===== src/design/rstc_pkg.sv =====
// Purpose: Constants for the register-space transfer core
// Assumes: One clock, synchronous active-low reset
// Notes:   Core-internal register locations are fixed below

package rstc_pkg;

  // ==========================================================
  // Register space geometry
  localparam int unsigned NUM_MODULES   = 16;
  localparam int unsigned REGS_PER_MOD  = 32;
  localparam int unsigned MOD_W         = 4;
  localparam int unsigned IDX_W         = 5;
  localparam int unsigned DATA_W        = 16;
  localparam int unsigned ADDR_W        = 16;

  typedef logic [MOD_W-1:0]  rstc_mod_t;
  typedef logic [IDX_W-1:0]  rstc_idx_t;
  typedef logic [DATA_W-1:0] rstc_data_t;
  typedef logic [ADDR_W-1:0] rstc_addr_t;

  // ==========================================================
  // Module groups
  localparam rstc_mod_t PERIPH_LAST_MOD = 4'h5;

  // ==========================================================
  // Core-internal registers
  localparam rstc_mod_t PFX_MOD = 4'hB;
  localparam rstc_mod_t IP_MOD  = 4'hC;
  localparam rstc_idx_t IP_IDX  = 5'h00;

  // ==========================================================
  // Reset values
  localparam rstc_addr_t IP_RESET  = 16'h8000;
  localparam logic [7:0] PFX_RESET = 8'h00;

endpackage : rstc_pkg


===== src/design/rstc_core.sv =====
// Purpose: Fetch, decode and width-converting transfer engine
// Assumes: Program memory returns the word one cycle after its address
// Notes:   Three stages: fetch, decode/source request, execute/write

`timescale 1ns/1ps

module rstc_core (
  // Clock and reset
  input  wire logic                sys_clk,
  input  wire logic                nrst,
  // Program memory fetch port
  output logic [rstc_pkg::ADDR_W-1:0] prog_addr,
  input  wire logic [rstc_pkg::DATA_W-1:0] instr_data,
  // Branch and interrupt unit
  input  wire logic                br_load,
  input  wire logic [rstc_pkg::ADDR_W-1:0] br_target,
  // Source read request and answer
  output logic                     src_rd,
  output logic [rstc_pkg::MOD_W-1:0]  src_mod,
  output logic [rstc_pkg::IDX_W-1:0]  src_idx,
  input  wire logic [rstc_pkg::DATA_W-1:0] src_data,
  input  wire logic                src_defined,
  input  wire logic                src_is16,
  input  wire logic                src_mod_has8,
  // Destination query and answer
  output logic [rstc_pkg::MOD_W-1:0]  dst_mod,
  output logic [rstc_pkg::IDX_W-1:0]  dst_idx,
  input  wire logic                dst_defined,
  input  wire logic                dst_is16,
  // Destination write strobe
  output logic                     wr_en,
  output logic [rstc_pkg::MOD_W-1:0]  wr_mod,
  output logic [rstc_pkg::IDX_W-1:0]  wr_idx,
  output logic [rstc_pkg::DATA_W-1:0] wr_data
);
  import rstc_pkg::*;

  // ==========================================================
  // State
  rstc_addr_t ip_reg,      ip_next;
  logic       if_valid_reg, if_valid_next;
  rstc_addr_t if_pc_reg,   if_pc_next;
  logic       ex_valid_reg, ex_valid_next;
  rstc_addr_t ex_pc_reg,   ex_pc_next;
  logic       ex_regsrc_reg, ex_regsrc_next;
  logic [7:0] ex_imm_reg,  ex_imm_next;
  logic       ex_pfx_reg,  ex_pfx_next;
  logic       ex_ipw_reg,  ex_ipw_next;
  logic       src_rd_reg,  src_rd_next;
  rstc_mod_t  src_mod_reg, src_mod_next;
  rstc_idx_t  src_idx_reg, src_idx_next;
  rstc_mod_t  dst_mod_reg, dst_mod_next;
  rstc_idx_t  dst_idx_reg, dst_idx_next;
  logic [7:0] prefix_reg,  prefix_next;
  logic       wr_en_reg,   wr_en_next;
  rstc_mod_t  wr_mod_reg,  wr_mod_next;
  rstc_idx_t  wr_idx_reg,  wr_idx_next;
  rstc_data_t wr_data_reg, wr_data_next;

  // ==========================================================
  // Decode
  wire        dec_regsrc  = instr_data[15];
  wire [2:0]  dec_dsub    = instr_data[14:12];
  wire [3:0]  dec_dmod    = instr_data[11:8];
  wire [3:0]  dec_sidx    = instr_data[7:4];
  wire [3:0]  dec_smod    = instr_data[3:0];

  // Prefix in execute supplies extra index bits to the next word
  wire        pfx_fwd     = ex_valid_reg & ex_pfx_reg;
  wire [1:0]  dst_ext     = pfx_fwd ? dst_idx_reg[1:0] : 2'b00;
  wire        src_ext     = pfx_fwd & dst_idx_reg[2];
  // Destination indexes 0-7 and source indexes 0-15 need no prefix; higher ones take the extension bits
  wire [4:0]  dec_didx    = {dst_ext, dec_dsub};
  wire [4:0]  dec_sidx_x  = {src_ext, dec_sidx};
  // Peripheral and system modules share one decode path
  wire        dec_pfx     = (dec_dmod == PFX_MOD) && (dec_didx[4:3] == 2'b00);
  wire        dec_ipw     = (dec_dmod == IP_MOD) && (dec_didx == IP_IDX);

  // ==========================================================
  // Execute: source selection
  wire        src_ip      = ex_regsrc_reg && (src_mod_reg == IP_MOD) && (src_idx_reg == IP_IDX);
  wire [15:0] ip_seen     = ex_pc_reg + 16'h0001;
  wire [15:0] undef_val   = src_mod_has8 ? {prefix_reg, 8'h00} : 16'h0000;
  wire [15:0] src_val     = !ex_regsrc_reg ? {8'h00, ex_imm_reg} :
                            src_ip         ? ip_seen :
                            src_defined    ? src_data : undef_val;
  wire        src8        = !ex_regsrc_reg | (!src_ip & src_defined & !src_is16);

  // ==========================================================
  // Execute: width conversion
  wire        dst_int     = ex_pfx_reg | ex_ipw_reg;
  wire        dst16       = ex_ipw_reg | (!ex_pfx_reg & dst_is16);
  wire [15:0] cnv_narrow  = {8'h00, src_val[7:0]};
  wire [15:0] cnv_widen   = {prefix_reg, src_val[7:0]};
  wire [15:0] cnv_val     = !dst16 ? cnv_narrow :
                            src8   ? cnv_widen : src_val;

  // ==========================================================
  // Execute: effects
  wire        wr_fire     = ex_valid_reg & !dst_int & dst_defined;
  wire        pfx_load    = ex_valid_reg & ex_pfx_reg;
  wire        ipw_fire    = ex_valid_reg & ex_ipw_reg;
  wire        redirect    = ipw_fire | br_load;
  wire [15:0] ip_target   = ipw_fire ? cnv_val : br_target;
  wire [15:0] ip_incr     = ip_reg + 16'h0001;

  // ==========================================================
  // Next-state
  always_comb begin
    ip_next        = redirect ? ip_target : ip_incr;
    if_valid_next  = !redirect;
    if_pc_next     = ip_reg;
    ex_valid_next  = if_valid_reg & !redirect;
    ex_pc_next     = if_pc_reg;
    ex_regsrc_next = dec_regsrc;
    ex_imm_next    = instr_data[7:0];
    ex_pfx_next    = dec_pfx;
    ex_ipw_next    = dec_ipw;
    src_rd_next    = if_valid_reg & !redirect & dec_regsrc;
    src_mod_next   = dec_smod;
    src_idx_next   = dec_sidx_x;
    dst_mod_next   = dec_dmod;
    dst_idx_next   = dec_didx;
    prefix_next    = pfx_load ? cnv_val[7:0] : PFX_RESET;
    wr_en_next     = wr_fire;
    wr_mod_next    = dst_mod_reg;
    wr_idx_next    = dst_idx_reg;
    wr_data_next   = cnv_val;
  end

  // ==========================================================
  // Registers
  always_ff @(posedge sys_clk) begin
    if (!nrst) begin
      ip_reg        <= IP_RESET;
      if_valid_reg  <= 1'b0;
      if_pc_reg     <= 16'h0000;
      ex_valid_reg  <= 1'b0;
      ex_pc_reg     <= 16'h0000;
      ex_regsrc_reg <= 1'b0;
      ex_imm_reg    <= 8'h00;
      ex_pfx_reg    <= 1'b0;
      ex_ipw_reg    <= 1'b0;
      src_rd_reg    <= 1'b0;
      src_mod_reg   <= 4'h0;
      src_idx_reg   <= 5'h00;
      dst_mod_reg   <= 4'h0;
      dst_idx_reg   <= 5'h00;
      prefix_reg    <= PFX_RESET;
      wr_en_reg     <= 1'b0;
      wr_mod_reg    <= 4'h0;
      wr_idx_reg    <= 5'h00;
      wr_data_reg   <= 16'h0000;
    end else begin
      ip_reg        <= ip_next;
      if_valid_reg  <= if_valid_next;
      if_pc_reg     <= if_pc_next;
      ex_valid_reg  <= ex_valid_next;
      ex_pc_reg     <= ex_pc_next;
      ex_regsrc_reg <= ex_regsrc_next;
      ex_imm_reg    <= ex_imm_next;
      ex_pfx_reg    <= ex_pfx_next;
      ex_ipw_reg    <= ex_ipw_next;
      src_rd_reg    <= src_rd_next;
      src_mod_reg   <= src_mod_next;
      src_idx_reg   <= src_idx_next;
      dst_mod_reg   <= dst_mod_next;
      dst_idx_reg   <= dst_idx_next;
      prefix_reg    <= prefix_next;
      wr_en_reg     <= wr_en_next;
      wr_mod_reg    <= wr_mod_next;
      wr_idx_reg    <= wr_idx_next;
      wr_data_reg   <= wr_data_next;
    end
  end

  // ==========================================================
  // Outputs; fetch port is read-only by construction
  assign prog_addr = ip_reg;
  assign src_rd    = src_rd_reg;
  assign src_mod   = src_mod_reg;
  assign src_idx   = src_idx_reg;
  assign dst_mod   = dst_mod_reg;
  assign dst_idx   = dst_idx_reg;
  assign wr_en     = wr_en_reg;
  assign wr_mod    = wr_mod_reg;
  assign wr_idx    = wr_idx_reg;
  assign wr_data   = wr_data_reg;

  // ==========================================================
  // Checks
  chk_ip_reset_value: assert property (
    @(posedge sys_clk) disable iff (!nrst)
    $rose(nrst) |-> ip_reg == IP_RESET)
    else $error("instruction pointer not at reset address");

  chk_ip_auto_incr: assert property (
    @(posedge sys_clk) disable iff (!nrst)
    !redirect |=> ip_reg == $past(ip_incr))
    else $error("instruction pointer did not increment");

  chk_ip_sw_write: assert property (
    @(posedge sys_clk) disable iff (!nrst)
    ipw_fire |=> ip_reg == $past(cnv_val) ##1 if_pc_reg == $past(cnv_val, 2))
    else $error("fetch not redirected to written address");

  chk_redirect_flush: assert property (
    @(posedge sys_clk) disable iff (!nrst)
    (br_load && !ipw_fire) |=> (ip_reg == $past(br_target)) && !ex_valid_reg && !if_valid_reg)
    else $error("branch did not load pointer and flush");

  chk_prefix_clear: assert property (
    @(posedge sys_clk) disable iff (!nrst)
    pfx_load ##1 !pfx_load |=> prefix_reg == 8'h00)
    else $error("prefix did not clear after one cycle");

  chk_undef_dst_nowr: assert property (
    @(posedge sys_clk) disable iff (!nrst)
    (ex_valid_reg && !dst_defined) |=> !wr_en_reg)
    else $error("write issued to undefined destination");

  chk_narrow_dst_data: assert property (
    @(posedge sys_clk) disable iff (!nrst)
    (wr_fire && !dst_is16) |=> wr_en_reg && wr_data_reg == {8'h00, $past(src_val[7:0])})
    else $error("narrow destination data wrong");

  chk_widen_prefix: assert property (
    @(posedge sys_clk) disable iff (!nrst)
    (wr_fire && dst_is16 && src8) |=> wr_data_reg == {$past(prefix_reg), $past(src_val[7:0])})
    else $error("widening move high byte not prefix");

  chk_same16_copy: assert property (
    @(posedge sys_clk) disable iff (!nrst)
    (wr_fire && dst_is16 && ex_regsrc_reg && !src_ip && src_defined && src_is16) |=> wr_data_reg == $past(src_data))
    else $error("16-bit move not copied unchanged");

  chk_undef_src_val: assert property (
    @(posedge sys_clk) disable iff (!nrst)
    (wr_fire && dst_is16 && ex_regsrc_reg && !src_ip && !src_defined) |=>
      wr_data_reg == ($past(src_mod_has8) ? {$past(prefix_reg), 8'h00} : 16'h0000))
    else $error("undefined source value wrong");

  chk_undef16_zero: assert property (
    @(posedge sys_clk) disable iff (!nrst)
    (wr_fire && dst_is16 && ex_regsrc_reg && !src_ip && !src_defined && !src_mod_has8) |=> wr_data_reg == 16'h0000)
    else $error("undefined source in wide module not zero");

  chk_dummy_src_read: assert property (
    @(posedge sys_clk) disable iff (!nrst)
    (ex_valid_reg && ex_regsrc_reg && !dst_defined) |-> src_rd_reg)
    else $error("source read dropped on dummy move");

  chk_wr_from_instr: assert property (
    @(posedge sys_clk) disable iff (!nrst)
    wr_en_reg |-> $past(ex_valid_reg) && $past(dst_defined))
    else $error("write without a defined destination");

  chk_dst_low_noext: assert property (
    @(posedge sys_clk) disable iff (!nrst)
    (if_valid_reg && !pfx_fwd) |=> dst_idx_reg[4:3] == 2'b00)
    else $error("destination above index 7 without prefix");

  chk_src_low_noext: assert property (
    @(posedge sys_clk) disable iff (!nrst)
    (if_valid_reg && !pfx_fwd) |=> src_idx_reg[4] == 1'b0)
    else $error("source above index 15 without prefix");

  chk_pfx_dst_ext: assert property (
    @(posedge sys_clk) disable iff (!nrst)
    pfx_fwd |=> dst_idx_reg[4:3] == $past(dst_idx_reg[1:0]))
    else $error("prefix did not extend destination index");

  chk_pfx_src_ext: assert property (
    @(posedge sys_clk) disable iff (!nrst)
    pfx_fwd |=> src_idx_reg[4] == $past(dst_idx_reg[2]))
    else $error("prefix did not extend source index");

  chk_dst_fields: assert property (
    @(posedge sys_clk) disable iff (!nrst)
    if_valid_reg |=> dst_mod_reg == $past(instr_data[11:8]) && dst_idx_reg[2:0] == $past(instr_data[14:12]))
    else $error("destination field decoded wrong");

  chk_src_fields: assert property (
    @(posedge sys_clk) disable iff (!nrst)
    (if_valid_reg && !redirect && instr_data[15]) |=> src_rd_reg &&
      src_mod_reg == $past(instr_data[3:0]) && src_idx_reg[3:0] == $past(instr_data[7:4]))
    else $error("register source decoded wrong");

  chk_imm_no_read: assert property (
    @(posedge sys_clk) disable iff (!nrst)
    (if_valid_reg && !instr_data[15]) |=> !src_rd_reg)
    else $error("immediate word issued a source read");

  chk_int_dst_nowr: assert property (
    @(posedge sys_clk) disable iff (!nrst)
    (ex_valid_reg && dst_int) |=> !wr_en_reg)
    else $error("internal destination reached write port");

  chk_wr_any_group: assert property (
    @(posedge sys_clk) disable iff (!nrst)
    (ex_valid_reg && !dst_int && dst_defined) |=>
      wr_en_reg && wr_mod_reg == $past(dst_mod_reg) && wr_idx_reg == $past(dst_idx_reg))
    else $error("defined destination not written");

  chk_prefix_load: assert property (
    @(posedge sys_clk) disable iff (!nrst)
    pfx_load |=> prefix_reg == $past(cnv_val[7:0]))
    else $error("prefix data not loaded");

  chk_prefix_idle: assert property (
    @(posedge sys_clk) disable iff (!nrst)
    !pfx_load |=> prefix_reg == 8'h00)
    else $error("prefix not zero without a load");

  chk_same8_copy: assert property (
    @(posedge sys_clk) disable iff (!nrst)
    (wr_fire && !dst_is16 && ex_regsrc_reg && !src_ip && src_defined && !src_is16) |=>
      wr_data_reg == {8'h00, $past(src_data[7:0])})
    else $error("8-bit move not copied unchanged");

  chk_narrow_hi_zero: assert property (
    @(posedge sys_clk) disable iff (!nrst)
    (wr_fire && !dst_is16) |=> wr_data_reg[15:8] == 8'h00)
    else $error("narrow destination upper byte not zero");

  chk_widen_imm: assert property (
    @(posedge sys_clk) disable iff (!nrst)
    (wr_fire && dst_is16 && !ex_regsrc_reg) |=> wr_data_reg == {$past(prefix_reg), $past(ex_imm_reg)})
    else $error("immediate into wide register wrong");

  chk_fetch_resume: assert property (
    @(posedge sys_clk) disable iff (!nrst)
    !redirect |=> if_valid_reg && if_pc_reg == $past(ip_reg))
    else $error("sequential fetch not kept");

  chk_ipw_flush: assert property (
    @(posedge sys_clk) disable iff (!nrst)
    ipw_fire |=> !ex_valid_reg && !if_valid_reg)
    else $error("pointer write did not flush");

  chk_reset_empty: assert property (
    @(posedge sys_clk) disable iff (!nrst)
    $rose(nrst) |-> !if_valid_reg && !ex_valid_reg && !wr_en_reg && !src_rd_reg)
    else $error("work in flight after reset");

endmodule : rstc_core


===== config.mk =====
export PLATFORM = sky130hd
export DESIGN_NAME = rstc_core
export DESIGN_NICKNAME = d
export VERILOG_FILES = /design/src/design/rstc_pkg.sv /design/src/design/rstc_core.sv
export SDC_FILE = /design/constraint.sdc
export NUM_CORES = 1
export LEC_CHECK = 0
export BUFFER_PORTS_ARGS = -buffer_cell sky130_fd_sc_hd__buf_4
export CAP_MARGIN = 5
export CORE_UTILIZATION = 47
export DETAILED_ROUTE_END_ITERATION = 8
export HOLD_SLACK_MARGIN = 0.15
export PLACE_DENSITY = 0.79
export SYNTH_ARGS = -nofsm -noshare
export SYNTH_HDL_FRONTEND = slang
export SYNTH_SLANG_ARGS = --single-unit

===== constraint.sdc =====
create_clock -name sys_clk -period 1.7 [get_ports sys_clk]
set_input_delay 0.17 -clock sys_clk [delete_from_list [all_inputs] [get_ports sys_clk]]
set_output_delay 0.17 -clock sys_clk [all_outputs]
set_load 0.02 [all_outputs]

Yosys cells after proc, flatten, opt, wreduce, memory -nomap -nowiden --
Index checks and enable logic that the tools add are counted. W data, S select, Z words.
Storage, ports and cells: bits in registers 114, latch bits 0, RAM bits 0, bits in read-only memories 0, bits of input ports 56, output and inout port bits 61, logic and storage cells 61, memories 0
Operators by class: add/sub/neg operators 2, multipliers 0, div/mod/pow operators 0, magnitude comparators 0, equal/unequal tests 3, shift operators 0, multiplexer cells 9, bitwise logic cells 14, reduce and logical (&&, ||, !) cells 14
Operator list (number):
- $mux W16 | 8
- $add A16 B1 Y16 const B | 2
- $eq A4 B4 Y1 const B | 3
- $and A1 B1 Y1 | 10
- $logic_not A5 Y1 | 2
- $logic_not A1 Y1 | 6
- $logic_and A1 B1 Y1 | 4
- $or A1 B1 Y1 | 4
- $logic_not A2 Y1 | 1
- $mux W2 | 1
- $reduce_and A2 Y1 | 1

Longest topological paths before layout --
depth after elaboration 11, gate-level depth with buffers 7, depth with buffers taken out 6

Least setup slack after synthesis --
Ideal clock, no wire load.
path kind register -> register, from reg ip_reg[0], in the netlist prog_addr[0], to reg ip_reg[14], in the netlist prog_addr[14], library setup time 0.128 ns, data arrival time 1.574 ns, required time 1.572 ns, slack -0.003 ns, stages on the path, launching flop included 7, buffers on the path 0, clock period less this slack 1.703 ns, path through dfxtp_1 > ha_1 > nand2_1 > nor4b_2 > and4_1 > o21a_1 > o22ai_1
Between the ends: cells in the longest elaborated chain, start to end 2
RTL lines:
- start, declared | line rstc_core.sv:40 | rstc_addr_t ip_reg, ip_next;
- start signal, assigned | line rstc_core.sv:155 | ip_reg <= ip_next;
- $add A16 B1 Y16 | line rstc_core.sv:105 | wire [15:0] ip_incr = ip_reg + 16'h0001;
- $mux W16 | line rstc_core.sv:110 | ip_next = redirect ? ip_target : ip_incr;
No other way between the ends. A chain may end at the register's enable or synchronous reset.

Final worst setup path --
from reg ex_pc_reg[0], to reg ip_reg[7], in the netlist prog_addr[7]
Between the ends: cells in the longest elaborated chain, start to end 7
RTL lines:
- start, declared | line rstc_core.sv:44 | rstc_addr_t ex_pc_reg, ex_pc_next;
- start signal, assigned | line rstc_core.sv:159 | ex_pc_reg <= ex_pc_next;
- $add A16 B1 Y16 * | line rstc_core.sv:82 | wire [15:0] ip_seen = ex_pc_reg + 16'h0001;
- $mux W16 * | line rstc_core.sv:85 | src_ip ? ip_seen :
- $mux W16 * | line rstc_core.sv:84 | wire [15:0] src_val = !ex_regsrc_reg ? {8'h00, ex_imm_reg} :
- $mux W16 | line rstc_core.sv:96 | src8 ? cnv_widen : src_val;
- $mux W16 * | line rstc_core.sv:95 | wire [15:0] cnv_val = !dst16 ? cnv_narrow :
- $mux W16 * | line rstc_core.sv:104 | wire [15:0] ip_target = ipw_fire ? cnv_val : br_target;
- $mux W16 * | line rstc_core.sv:110
Every way passes the cells marked *; elsewhere a longest branch is shown, timed or not.

==> flow_summary.ini <==
[outcome]
outcome = finished with violations
violations = setup timing

[power_and_ir_drop]
ir_worst_vdd_mv = 0.618
power.switching_mw = 1.38
power.leakage_nw = 2.67
clkPwrFrac = 0.339
powerDensity_nw_per_um2 = 832
seqPwrFrac = 0.523
combinationalPowerShare = 0.138
swShare = 0.273
internal_power_mw = 3.66

[timing]
skew_ns = 0.0208
slew_headroom = 0.741
clock.fmax_ghz = 0.586
period_share = 1.00
finalHoldViolCount = 0
fin_crit_ns = 1.71
tightest_slew_ns = 0.388
drv_slew = 0
grt_setup_unrepaired = yes
finalSetupViolCount = 1
worst_slack_ns = -0.00568

[drt]
wl_per_cell_um = 17.3
viasPerCell = 5.38
ant_nets = 0
drt_wl_total_mm = 12.5
drtIter0Drc = 270
drt_pass1_iterations = 5
num_vias = 3876
drc = 0

[run]
max-cap-violations = 0

[cts]
clk_pin_slew_worst_paths_ns = 0.11
cts.htree.levels = 3
cts-root-buf = clkbuf_8
clockBufferDepth = 2
cts.sinks = 106
numCtsBuffers = 9
worstSkewPairLatency_ns = 0.38
cts_tree = built

[yosys]
syn_area_per_cell_um2 = 9.63
synth-compound-area-share = 0.113
synth_fp_nets = 491
ys_ff_latch = 106
ys_warn_count = 0
synth_area_leaders = dfxtp_1 (51%), and2_1 (9.6%), nand3_1 (2.9%)
yosysSeqAreaShare = 0.509
synth_most_common_cell = dfxtp_1
synthAdderAreaFrac = 0.00600
muxShareOfSynthArea = 0.0192
netlist-cell-type-count = 56
synth_top_family_by_area = simple AND/OR/NAND/NOR gates
synth_commonest_cells = dfxtp_1 (106), and2_1 (64), nor2_1 (27)
yosys.area_share.simple = 0.266
yosysTopAreaCellShare = 0.509
synth_top_cell_by_area = dfxtp_1
ys.flop_type = dfxtp_1
async_reset_ff_frac = 0
synth_edf_count = 0
mappedNetlistArea_um2 = 4170
synthCells = 433
synthXorXnorAreaFrac = 0.0483

[min_path]
min_path_cells = 3
hold_path.class = input port to flip-flop

[floorplanning]
fp.dieW_um = 96.2
start_util = 0.497
core_um2 = 8380
die_h_um = 96.2
num_rows = 33
dieArea_um2 = 9250
ios = 117

[placement]
post_dp_cell_area_um2 = 5370
numPortBuffers = 116
detailedPlacementHpwl_mm = 8.99
gp_congestion = 0.915
dp_cells = 671
place_ws_ns = -0.0940

[worst_setup_path]
rr_worst_depth = 6
critPathMaxFanout = 4
path_class = flip-flop to flip-flop
required_ns = 2.01
arrival_ns = 2.01
critPathLaunchType = flip-flop
critPathCaptureType = flip-flop

[global_route]
antenna_found_initial = 0
grt-ovfl-total = 0
grt_max_degree = 28
track_usage = 0.281
grt_pass1_vias = 3804
grt_pass1_wl_mm = 19.3

[final_layout]
nNetsFinal = 668
fin_cells = 720
area_growth_pct = 45.3
fillers = 583
postLayoutCoreUtil = 0.723
drive_gt1_frac = 0.346
post-route-cell-area_um2 = 6060
n_antenna_cell = 0
[metrics by stage]
step / TNS (ns) / power [mW] / hold WS (ns)
2_1_floorplan: 0 / 2.97 / 0.245
3_3_place_gp: -0.0756 / 3.29 / 0.346
3_5_place_dp: -0.431 / 3.30 / 0.351
4_1_cts: -0.245 / 5.02 / 0.156
5_1_grt: -0.132 / 5.21 / 0.167
6_report: -0.00568 / 5.04 / 0.157
[what timing repair did]
item / in CTS / in global routing
hold buffers: 32 / 0
setup endpoints to repair: 15 / 36
resized for setup: 3 / 31
gates cloned: 0 / 0
pin swaps: 2 / 9
hold endpoints to repair: 33 / 0
buffers inserted: 0 / 1
[path summary, 6_finish.rpt]
path | start | endpoint | slack (ns)
max | ex_pc_reg[0]$_SDFF_PN0_ | prog_addr[7]$_SDFF_PN0_ | -0.006
min | br_target[8] | prog_addr[8]$_SDFF_PN0_ | 0.16
max reg2reg | ex_pc_reg[0]$_SDFF_PN0_ | prog_addr[7]$_SDFF_PN0_ | -0.006
min reg2reg | ex_pc_next[3]$_SDFF_PN0_ | ex_pc_reg[3]$_SDFF_PN0_ | 0.44
[area by class of cell]
cell class	count	area, um^2	area share
flip-flops and latches	106	2140	0.353
clock inverters	7	113	0.0186
well taps	105	131	0.0217
clock buffers	9	124	0.0204
inverters	18	67.6	0.0112
repair buffers	187	1490	0.246
multi-input cells	288	2000	0.329
[placed cells by master (no fill, tap or decap), types with 7 or more instances in the layout]
cell	netlist	layout
buf_4	1	154
dfxtp_1	106	95
and2_1	64	64
dlygate4sd3_1	0	32
nor2_1	27	27
nand3_1	24	23
nand2_1	22	21
inv_1	18	18
o21ai_0	18	16
xor2_1	12	12
xnor2_1	11	10
o22ai_1	10	10
clkbuf_8	0	9
dfxtp_2	0	9
and3_1	8	8
mux2i_1	8	7
nor2b_1	7	7
[critical path, stage by stage, from the launching register on]
cell     delay [ns]
dfxtp_4        0.39
nand2_2        0.10
buf_4          0.15
or4_1          0.52
nand3_1        0.16
a31oi_2        0.13
o22ai_1        0.18
[routing by layer]
metal  up-vias  global-route usage  wire (um)
met3        30              0.0592        901
li1       1851                   -          -
met2       163               0.470       5960
met1      1832               0.362       5330
met4         0              0.0858        264
met5         -                   0          0
[kinds of logic (layout without fill, tap and decap cells)]
kind of cell / count (synthesis) / in the layout
buffers and inverters: 39 / 221
multiplexers: 8 / 8
adder cells (fa/ha/maj): 2 / 2
XOR/XNOR: 23 / 23
AO/OA/AOI/OAI: 69 / 69
flip-flops: 106 / 106
AND/OR/NAND/NOR: 186 / 186
[power by group through the flow]
| stage | logic (mW) | registers (mW) | clock network (mW) |
|---|---|---|---|
| 5_1_grt | 0.738 | 2.65 | 1.83 |
| 4_1_cts | 0.670 | 2.63 | 1.71 |
| 6_report | 0.693 | 2.64 | 1.71 |
| 3_5_place_dp | 0.611 | 2.69 | 0 |
| 2_1_floorplan | 0.207 | 2.77 | 0 |
| 3_3_place_gp | 0.604 | 2.69 | 0 |
Power figures use the tool's default switching activity.
